$ cat src/pkg/cfp_pkg.sv
package cfp_pkg;

    // ==========================================
    // Geometry
    localparam int DATA_W = 18;
    localparam int ADDR_W = 6;
    localparam int OFS_W = 5;

    // ==========================================
    // Flag levels and defaults
    localparam logic [ADDR_W:0] DEPTH_WORDS = 7'h40;
    localparam logic [ADDR_W:0] HALF_LEVEL = 7'h20;
    localparam logic [OFS_W-1:0] DEFAULT_OFFSET = 5'h08;

    // ==========================================
    // Register map
    localparam int REG_AW = 8;
    localparam logic [REG_AW-1:0] REG_STATUS = 8'h00;
    localparam logic [REG_AW-1:0] REG_OFFSET = 8'h04;

    // Status register fields
    localparam int ST_COUNT_LSB = 0;
    localparam int ST_IR_BIT = 8;
    localparam int ST_OR_BIT = 9;
    localparam int ST_HF_BIT = 10;
    localparam int ST_AF_BIT = 11;
    localparam int ST_PROG_BIT = 12;

    // Offset register fields
    localparam int OF_EMPTY_LSB = 0;
    localparam int OF_FULL_LSB = 8;

    // ==========================================
    // Offset programming states
    typedef enum logic [2:0] {
        CFP_OFS_OPEN = 3'b001,
        CFP_OFS_LOAD = 3'b010,
        CFP_OFS_SHUT = 3'b100
    } cfp_ofs_e;

endpackage

$ cat src/verilog/cfp_fifo.sv
// Implementation choices: the address map and strobed register access.
`timescale 1ns/100ps

// Contract
// - Store data_in on write edge when enable_a high, enable_b low, input ready high.
// - Advance output on read edge when read and both output enables low, ready high.
// - First word into empty memory moves to output register regardless of enables.
// - Output ready rises with first word on third read edge after the write.
// - While output ready is low, data_out keeps the last word read.
// - Output ready low when empty, read-clock synchronous; reads then ignored.
// - Input ready low when full, write-clock synchronous; writes then ignored.
// - Input ready low in reset, rises on second write edge after release.
// - Reset sets input ready, output ready, half-full low and almost flag high.
// - Half-full high when stored count is 32 or more.
// - Almost flag high when count at most empty offset or at least 64 minus full.
// - Strobe low at write edge before first write captures low five data bits.
// - Either output enable high drops data_out_en and blocks reads; data_out stays driven.
// - Input and output data ports are 18 bits wide.
// - Works with write and read clocks unrelated or identical.
// - First strobe edge loads both offsets; consecutive strobe edges after it reload full offset.
// - Memory writes blocked while offsets are being programmed.
module cfp_fifo
    import cfp_pkg::*;
#(
    parameter int WIDTH = DATA_W,
    parameter int AW = ADDR_W
) (
    // System
    input wire logic clk,
    input wire logic rst_b,
    // Write side pins
    input wire logic write_clock,
    input wire logic write_enable_a,
    input wire logic write_enable_b,
    input wire logic offset_program_strobe,
    input wire logic [WIDTH-1:0] data_in,
    output logic input_ready_flag,
    // Read side pins
    input wire logic read_clock,
    input wire logic read_enable_n,
    input wire logic output_enable_a_n,
    input wire logic output_enable_b_n,
    output logic [WIDTH-1:0] data_out,
    output logic data_out_en,
    output logic output_ready_flag,
    // Status pins
    output logic half_full_flag,
    output logic almost_flag,
    // Register port
    input wire logic [REG_AW-1:0] reg_addr,
    input wire logic [31:0] reg_wdata,
    input wire logic reg_wr,
    input wire logic reg_rd,
    output logic [31:0] reg_rdata
);

    localparam int PW = AW + 1;
    localparam int SW = WIDTH + 8;

    initial begin
        if (WIDTH != DATA_W || AW != ADDR_W) begin
            $error("cfp_fifo: geometry must match the flag constants");
        end
    end

    // ==========================================
    // Pin synchronisers
    logic [SW-1:0] pin_s1_q;
    logic [SW-1:0] pin_s2_q;
    logic wclk_s3_q;
    logic rclk_s3_q;

    always_ff @(posedge clk) begin
        pin_s1_q <= {write_clock, read_clock, write_enable_a, write_enable_b, read_enable_n,
                     output_enable_a_n, output_enable_b_n, offset_program_strobe, data_in};
        pin_s2_q <= pin_s1_q;
        wclk_s3_q <= pin_s2_q[SW-1];
        rclk_s3_q <= pin_s2_q[SW-2];
    end

    logic wclk_s;
    logic rclk_s;
    logic wea_s;
    logic web_s;
    logic ren_n_s;
    logic oea_n_s;
    logic oeb_n_s;
    logic pstb_s;
    logic [WIDTH-1:0] din_s;
    logic w_edge;
    logic r_edge;

    assign {wclk_s, rclk_s, wea_s, web_s, ren_n_s, oea_n_s, oeb_n_s, pstb_s, din_s} = pin_s2_q;
    assign w_edge = wclk_s & ~wclk_s3_q;
    assign r_edge = rclk_s & ~rclk_s3_q;

    // ==========================================
    // Write side
    logic [WIDTH-1:0] mem [0:(1<<AW)-1];
    logic [PW-1:0] wptr_q;
    logic [PW-1:0] rptr_q;
    logic [PW-1:0] rptr_w1_q;
    logic [PW-1:0] rptr_w2_q;
    logic wrdy_q;
    logic ir_q;
    cfp_ofs_e ofs_q;
    logic [OFS_W-1:0] ofs_empty_q;
    logic [OFS_W-1:0] ofs_full_q;
    logic prog_now;
    logic wr_fire;
    logic [PW-1:0] wptr_n;

    assign prog_now = (ofs_q != CFP_OFS_SHUT) && !pstb_s && ir_q;
    assign wr_fire = w_edge && wea_s && !web_s && ir_q && !prog_now;
    assign wptr_n = wptr_q + PW'(wr_fire);

    always_ff @(posedge clk) begin
        if (wr_fire) begin
            mem[wptr_q[AW-1:0]] <= din_s;
        end
    end

    always_ff @(posedge clk) begin
        if (!rst_b) begin
            wptr_q <= '0;
        end else if (wr_fire) begin
            wptr_q <= wptr_n;
        end
    end

    always_ff @(posedge clk) begin
        if (!rst_b) begin
            rptr_w1_q <= '0;
            rptr_w2_q <= '0;
        end else if (w_edge) begin
            rptr_w1_q <= rptr_q;
            rptr_w2_q <= rptr_w1_q;
        end
    end

    always_ff @(posedge clk) begin
        if (!rst_b) begin
            wrdy_q <= 1'b0;
            ir_q <= 1'b0;
        end else if (w_edge) begin
            wrdy_q <= 1'b1;
            ir_q <= wrdy_q && ((wptr_n - rptr_w2_q) != DEPTH_WORDS);
        end
    end

    always_ff @(posedge clk) begin
        if (!rst_b) begin
            ofs_q <= CFP_OFS_OPEN;
            ofs_empty_q <= DEFAULT_OFFSET;
            ofs_full_q <= DEFAULT_OFFSET;
        end else if (reg_wr && reg_addr == REG_OFFSET) begin
            ofs_empty_q <= reg_wdata[OF_EMPTY_LSB +: OFS_W];
            ofs_full_q <= reg_wdata[OF_FULL_LSB +: OFS_W];
        end else if (w_edge) begin
            case (ofs_q)
                CFP_OFS_OPEN: begin
                    if (wr_fire) begin
                        ofs_q <= CFP_OFS_SHUT;
                    end else if (prog_now) begin
                        ofs_empty_q <= din_s[OFS_W-1:0];
                        ofs_full_q <= din_s[OFS_W-1:0];
                        ofs_q <= CFP_OFS_LOAD;
                    end
                end
                CFP_OFS_LOAD: begin
                    if (prog_now) begin
                        ofs_full_q <= din_s[OFS_W-1:0];
                    end else begin
                        ofs_q <= wr_fire ? CFP_OFS_SHUT : CFP_OFS_OPEN;
                    end
                end
                CFP_OFS_SHUT: begin
                    ofs_q <= CFP_OFS_SHUT;
                end
                default: begin
                    ofs_q <= CFP_OFS_SHUT;
                end
            endcase
        end
    end

    // ==========================================
    // Read side
    logic [PW-1:0] wptr_r1_q;
    logic [PW-1:0] wptr_r2_q;
    logic or_q;
    logic [WIDTH-1:0] dout_q;
    logic rd_req;
    logic avail;

    always_ff @(posedge clk) begin
        if (!rst_b) begin
            wptr_r1_q <= '0;
            wptr_r2_q <= '0;
        end else if (r_edge) begin
            wptr_r1_q <= wptr_q;
            wptr_r2_q <= wptr_r1_q;
        end
    end

    assign rd_req = or_q && !ren_n_s && !oea_n_s && !oeb_n_s;
    assign avail = wptr_r2_q != rptr_q;

    always_ff @(posedge clk) begin
        if (!rst_b) begin
            rptr_q <= '0;
            or_q <= 1'b0;
            dout_q <= '0;
        end else if (r_edge) begin
            if ((!or_q || rd_req) && avail) begin
                dout_q <= mem[rptr_q[AW-1:0]];
                rptr_q <= rptr_q + PW'(1);
                or_q <= 1'b1;
            end else if (rd_req) begin
                or_q <= 1'b0;
            end
        end
    end

    // ==========================================
    // Level flags
    logic [PW-1:0] count;
    logic hf_q;
    logic af_q;

    assign count = wptr_q - rptr_q + PW'(or_q);

    always_ff @(posedge clk) begin
        if (!rst_b) begin
            hf_q <= 1'b0;
            af_q <= 1'b1;
        end else begin
            hf_q <= count >= HALF_LEVEL;
            af_q <= (count <= PW'(ofs_empty_q)) || (count >= DEPTH_WORDS - PW'(ofs_full_q));
        end
    end

    // ==========================================
    // Outputs
    assign input_ready_flag = ir_q;
    assign output_ready_flag = or_q;
    assign half_full_flag = hf_q;
    assign almost_flag = af_q;
    assign data_out = dout_q;
    assign data_out_en = !oea_n_s && !oeb_n_s;

    // ==========================================
    // Register port
    always_ff @(posedge clk) begin
        if (!rst_b) begin
            reg_rdata <= '0;
        end else if (reg_rd) begin
            reg_rdata <= '0;
            if (reg_addr == REG_STATUS) begin
                reg_rdata[ST_COUNT_LSB +: PW] <= count;
                reg_rdata[ST_IR_BIT] <= ir_q;
                reg_rdata[ST_OR_BIT] <= or_q;
                reg_rdata[ST_HF_BIT] <= hf_q;
                reg_rdata[ST_AF_BIT] <= af_q;
                reg_rdata[ST_PROG_BIT] <= ofs_q != CFP_OFS_SHUT;
            end else if (reg_addr == REG_OFFSET) begin
                reg_rdata[OF_EMPTY_LSB +: OFS_W] <= ofs_empty_q;
                reg_rdata[OF_FULL_LSB +: OFS_W] <= ofs_full_q;
            end
        end else begin
            reg_rdata <= '0;
        end
    end

    // ==========================================
    // Checks
    property p_write_qual;
        @(posedge clk) disable iff (!rst_b)
        (wptr_q != $past(wptr_q)) |-> $past(w_edge && wea_s && !web_s && ir_q);
    endproperty
    a_write_qual: assert property (p_write_qual) else $error("write without qualification");

    property p_full_blocks;
        @(posedge clk) disable iff (!rst_b)
        !ir_q |=> $stable(wptr_q);
    endproperty
    a_full_blocks: assert property (p_full_blocks) else $error("write while not ready");

    property p_ir_on_edge;
        @(posedge clk) disable iff (!rst_b)
        $rose(ir_q) |-> $past(w_edge) && $past(wrdy_q);
    endproperty
    a_ir_on_edge: assert property (p_ir_on_edge) else $error("input ready rose off edge");

    property p_reset_vals;
        @(posedge clk) disable iff (!rst_b)
        $rose(rst_b) |-> !ir_q && !or_q && !hf_q && af_q;
    endproperty
    a_reset_vals: assert property (p_reset_vals) else $error("bad flag values at reset");

    property p_empty_hold;
        @(posedge clk) disable iff (!rst_b)
        !or_q |=> or_q || $stable(dout_q);
    endproperty
    a_empty_hold: assert property (p_empty_hold) else $error("output changed while empty");

    property p_oe_blocks;
        @(posedge clk) disable iff (!rst_b)
        (oea_n_s || oeb_n_s) && or_q |-> !data_out_en ##1 $stable(rptr_q);
    endproperty
    a_oe_blocks: assert property (p_oe_blocks) else $error("read while outputs disabled");

    property p_half;
        @(posedge clk) disable iff (!rst_b)
        ##1 hf_q == ($past(count) >= HALF_LEVEL);
    endproperty
    a_half: assert property (p_half) else $error("half-full flag wrong");

    property p_almost;
        @(posedge clk) disable iff (!rst_b)
        ##1 af_q == (($past(count) <= PW'($past(ofs_empty_q)))
                     || ($past(count) >= DEPTH_WORDS - PW'($past(ofs_full_q))));
    endproperty
    a_almost: assert property (p_almost) else $error("almost flag wrong");

    property p_or_rise;
        @(posedge clk) disable iff (!rst_b)
        $rose(or_q) |-> $past(r_edge) && (dout_q == mem[$past(rptr_q[AW-1:0])]);
    endproperty
    a_or_rise: assert property (p_or_rise) else $error("output ready rose without word");

    property p_prog_block;
        @(posedge clk) disable iff (!rst_b)
        prog_now |-> !wr_fire;
    endproperty
    a_prog_block: assert property (p_prog_block) else $error("write during programming");

endmodule

$ cat config.mk
export PLATFORM = sky130hd
export DESIGN_NAME = cfp_fifo
export DESIGN_NICKNAME = d
export VERILOG_FILES = /design/src/pkg/cfp_pkg.sv /design/src/verilog/cfp_fifo.sv
export SDC_FILE = /design/constraint.sdc
export NUM_CORES = 2
export LEC_CHECK = 0
export BUFFER_PORTS_ARGS = -buffer_cell sky130_fd_sc_hd__buf_2
export CAP_MARGIN = 40
export CORE_MARGIN = 5
export CORE_UTILIZATION = 30
export CTS_CLUSTER_DIAMETER = 80
export DETAILED_ROUTE_END_ITERATION = 6
export PLACE_DENSITY = 0.52
export SLEW_MARGIN = 10
export SYNTH_ARGS = -nofsm -noshare
export SYNTH_HDL_FRONTEND = slang
export SYNTH_SLANG_ARGS = --single-unit
$ cat constraint.sdc
create_clock -name clk -period 6.23 [get_ports clk]
set_input_delay 0.623 -clock clk [delete_from_list [all_inputs] [get_ports clk]]
set_output_delay 0.623 -clock clk [all_outputs]
set_load 0.05 [all_outputs]
==> run summary <==
Sequential cells were found to cover 74.88% of the synthesized design area. The wire length after detailed routing came out at 132800 um. The kind of end point of the critical path is a flip-flop. Setup violations remaining at the end of the flow were counted as 0. In this design, the stage delay of the slowest critical-path cell is 680 ps. The floorplan die height is 418.4 um. The distinct cell type count of the synthesized netlist is 70.

The shortest period the worst path allows came out at 3577 ps. In this design, the largest share of critical-path delay is due to simple AND/OR/NAND/NOR gates. The number of register bits inferred by synthesis is 1296. The number of antenna violations at the first check in global routing is 8. The critical path's slowest cell is nor2_2. The global placement routability congestion came out at 0.7759. The number of warnings reported in the yosys synthesis log came out at 0. The number of fill cells came out at 15.59k. The number of buffers and inverters on the critical path is 3.

The clock tree root buffer cell is clkbuf_16. The post-detailed-placement cell area came out at 53910 um^2. The arrival time of the worst setup path came out at 4050 ps. The synthesized area is 50050 um^2. The initial core utilization is 30.06%. The endpoint required time on the critical path came out at 6700 ps. The total area of sequential cells came out at 37510 um^2. The worst-case setup margin in the final layout came out at 2653 ps. The number of resized instances in the post-cts repair step came out at 0. The post-detailed-placement half-perimeter wirelength came out at 78620 um. In this run, the clock network consumes 45.5% of the power. The clock-pin slew on the worst setup and hold paths is 60 ps. Once layout is done, the placed cells without fillers occupy 58710 um^2. Setup repair after global routing left no endpoint under its margin.

In this run the tool buffered the top-level ports with 82 buffer cells. After technology mapping, the gate count stands at 2719. In this run, synthesis inferred 1152 flip-flops with an integrated enable. The critical path is of the reg -> reg type. The total negative slack for setup checks is 0 ps.

The first-pass GRT wire length is 188700 um. The final number of max-transition violations came out at 0. The setup clock skew after layout is 54.22 ps. The via count of the first global-routing pass came out at 25.83k.

Once layout is complete, the utilization of the core stands at 35.26%. The fraction of the cycle the final worst path needs is 57.41%. The switching portion of total power came out at 20.55%. The final antenna-violating net count is 0. After clock tree synthesis, the flow added hold-fix buffers numbering 26. Summed over all cells, the static leakage comes to 18.07 nW.

The area of the multi-input gates came out at 11730 um^2. The detailed router's first-iteration violation count is 2311. TritonCTS built the clock tree. The clock passes through at most 3 buffers. The average cell area after synthesis is 18.41 um^2. The DRC violation count after routing is 0.

The synthesized design spends more area on one cell type than any other, namely edfxtp_1. The share of total power in combinational logic came out at 1.4%. Counting the buffers created by CTS gives 141. The tool flagged a number of max-cap violations equal to 0.

The slew at the pin closest to its max-slew limit came out at 942.9 ps. Relative to the synthesized area, the layout overhead comes to 17.30%. The I/O pin total came out at 125. The via density per instance is 4.906. In this run the worst path has a maximum fanout of 10. Sequential cells burn 53.1% of the power.

The number of search-and-repair iterations in the first detailed-routing pass came out at 5. The routed length per placed instance is 25.12 um. The clock sink count is 1296.

The post-layout net count came out at 3073. The horizontal extent of the die is 418.4 um. The floorplan row count is 150. Summed over all layers, the global routing overflow is 0. The run finished with clean final reports. After floorplanning, the core was sized to cover 166500 um^2.

In the synthesized netlist the async set-or-reset flop fraction comes to 0%. The largest net degree at the start of global routing came out at 81. The clock insertion delay at the later pin of the skew report is 780 ps. Of the cells placed in the final design, the portion with a size suffix greater than 1 is 23.14%. In this run the number of H-tree levels came out at 4. After synthesis, the largest area contributor takes up 69.12% of total cell area. In the synthesized netlist the dominant register cell turns out to be edfxtp_1. The overall power after layout came out at 17.85 mW. Walking the worst path, the cells encountered are nor3b_1, o2111ai_2, inv_1, and2_0, nand3_1, buf_4, nor2_2, buf_4.

In the global route stage, overall resource usage came out at 14.94%. By area the synthesized netlist is led by edfxtp_1 (69%), mux4_2 (7.0%), mux2i_1 (6.0%). Headroom to the max-slew limit came out at 37.14%. In this run the power spent charging and discharging nets is 3.669 mW. Static timing analysis puts the maximum clock frequency at 279.6 MHz. The floorplan step defined a die boundary enclosing 175100 um^2.

The count of buffers added by post-CTS timing repair for setup is 0. The minimum setup slack after placement is 2676 ps. The worst-case vdd ir drop came out at 0.2701 mV. The total via count in the routed design is 25.94k.

The worst setup path is launched from a flip-flop. The final-report hold violation count came out at 0. The type of the worst min-delay path is in -> reg. Cell internal power was estimated by the tool at 14.18 mW.

The most frequent cell on the critical path is buf_4. The total power divided by cell area is 304.1 nW/um^2.
cell usage after synthesis (3+ instances only):
master,n
edfxtp_1,1152
mux2i_1,299
mux4_2,156
dfxtp_1,144
nor2_1,120
a22oi_1,118
nand2_1,91
clkbuf_1,67
a21oi_1,54
buf_2,50
nand3_1,49
buf_4,42
ha_1,34
inv_1,31
a211oi_1,30
xnor2_1,24
a31oi_1,21
o22ai_1,21
o2111ai_1,17
a22o_1,16
o221ai_1,13
xor2_1,12
buf_6,10
o221a_1,10
a311oi_1,9
buf_1,9
mux2_2,9
nor2b_1,9
nand2b_1,8
nor3_1,8
o21ai_0,8
o221a_2,7
a2111oi_1,5
o21a_1,5
a2111oi_0,4
a21o_1,4
o211ai_1,4
or4_1,4
nand3b_1,3
nor3b_1,3
worst reg2reg max path: cells and delay by family (launching register included):
kind / cells / cell delay (ps)
DFF: 1 / 450
buffers and inverters: 3 / 910
AOI/OAI and AO/OA: 1 / 310
and+or+nand+nor: 4 / 1600
kinds of logic after synthesis:
kind of cell | after synthesis | share of synthesized area (%)
AOI/OAI and AO/OA | 361 | 5.395
xor gates and xnor gates | 36 | 0.6300
adders and majority gates | 35 | 0.8900
buffers and inverters | 212 | 2.202
DFF | 1296 | 74.88
muxes | 464 | 13.20
other | 1 | 0.007493
and+or+nand+nor | 314 | 2.793
cell type report:
| type | instances | share of cell area (%) |
|---|---|---|
| diodes | 3 | 0.01279 |
| well taps | 2204 | 4.697 |
| multi-input cells | 1230 | 19.97 |
| inverters | 33 | 0.2110 |
| flip-flops and latches | 1296 | 63.90 |
| clock buffers | 189 | 6.633 |
| repair buffers | 266 | 3.547 |
| clock inverters | 67 | 1.029 |
cell usage in the layout, fill, tap and decap left out, types with 10 or more instances in the layout:
| cell | n |
|---|---|
| a22oi_1 | 118 |
| o2111ai_1 | 17 |
| o221a_1 | 10 |
| clkbuf_1 | 34 |
| dfxtp_1 | 122 |
| nand2_1 | 91 |
| nor2_2 | 63 |
| conb_1 | 20 |
| mux4_2 | 156 |
| clkbuf_16 | 145 |
| a21oi_1 | 54 |
| inv_1 | 31 |
| mux2i_1 | 299 |
| a211oi_1 | 30 |
| nand3_1 | 49 |
| clkbuf_8 | 10 |
| dlygate4sd3_1 | 26 |
| buf_2 | 86 |
| xor2_1 | 12 |
| xnor2_1 | 24 |
| clkinv_2 | 20 |
| edfxtp_1 | 1152 |
| buf_4 | 132 |
| dfxtp_2 | 19 |
| clkinv_1 | 23 |
| nor2_1 | 57 |
| o22ai_1 | 21 |
| o221ai_1 | 13 |
| a31oi_1 | 21 |
| buf_8 | 11 |
| ha_1 | 34 |
| a22o_1 | 16 |
through the flow:
stage	hold slack (ps)	std cells
finish	86.77	5288
global route	81.88	5285
CTS	18.54	5283
detailed placement	312.0	5001
global placement	311.9	4974
floorplan	309.6	2738
power by group through the flow:
| stage | sequential (mW) | combinational [mW] | clock (mW) |
|---|---|---|---|
| after floorplan | 9.72 | 0.0623 | 0 |
| after global placement | 9.66 | 0.224 | 0 |
| after detailed placement | 9.66 | 0.236 | 0 |
| after CTS | 9.48 | 0.248 | 8.33 |
| after global routing | 9.47 | 0.263 | 8.69 |
| final | 9.48 | 0.247 | 8.12 |
sequential cells by signal, summed over array words and instances (netlist names), 7 cells and up:
| signal | cells |
|---|---|
| rptr_w1_q | 7 |
| rptr_w2_q | 7 |
| wptr_q | 7 |
| data_out | 18 |
| pin_s1_q | 26 |
| mem | 1152 |
| pin_s2_q | 26 |
| rptr_q | 7 |
| wptr_r2_q | 7 |
| wptr_r1_q | 7 |
| reg_rdata | 12 |
per-layer routing:
layer / vias to the layer above / global-route usage [%] / part of all wire (%)
met1: 13555 / 20.57 / 45
met2: 792 / 23.54 / 46
met5: - / 0 / 0.0090
met4: 2 / 4.955 / 2.9
met3: 186 / 3.304 / 6.3
li1: 11409 / - / -
final timing paths:
kind / from / endpoint / slack [ps] / cells after the start
worst min register to register: pin_s1_q[4] / pin_s2_q[4] / 320 / 0
worst max-delay path: ofs_q[2] / mem[63][10] / 2650 / 8
worst min-delay path: reg_wdata[3] / ofs_empty_q[3] / 90 / 3
worst max register to register: ofs_q[2] / mem[63][10] / 2650 / 8
Power figures use the tool's default switching activity.
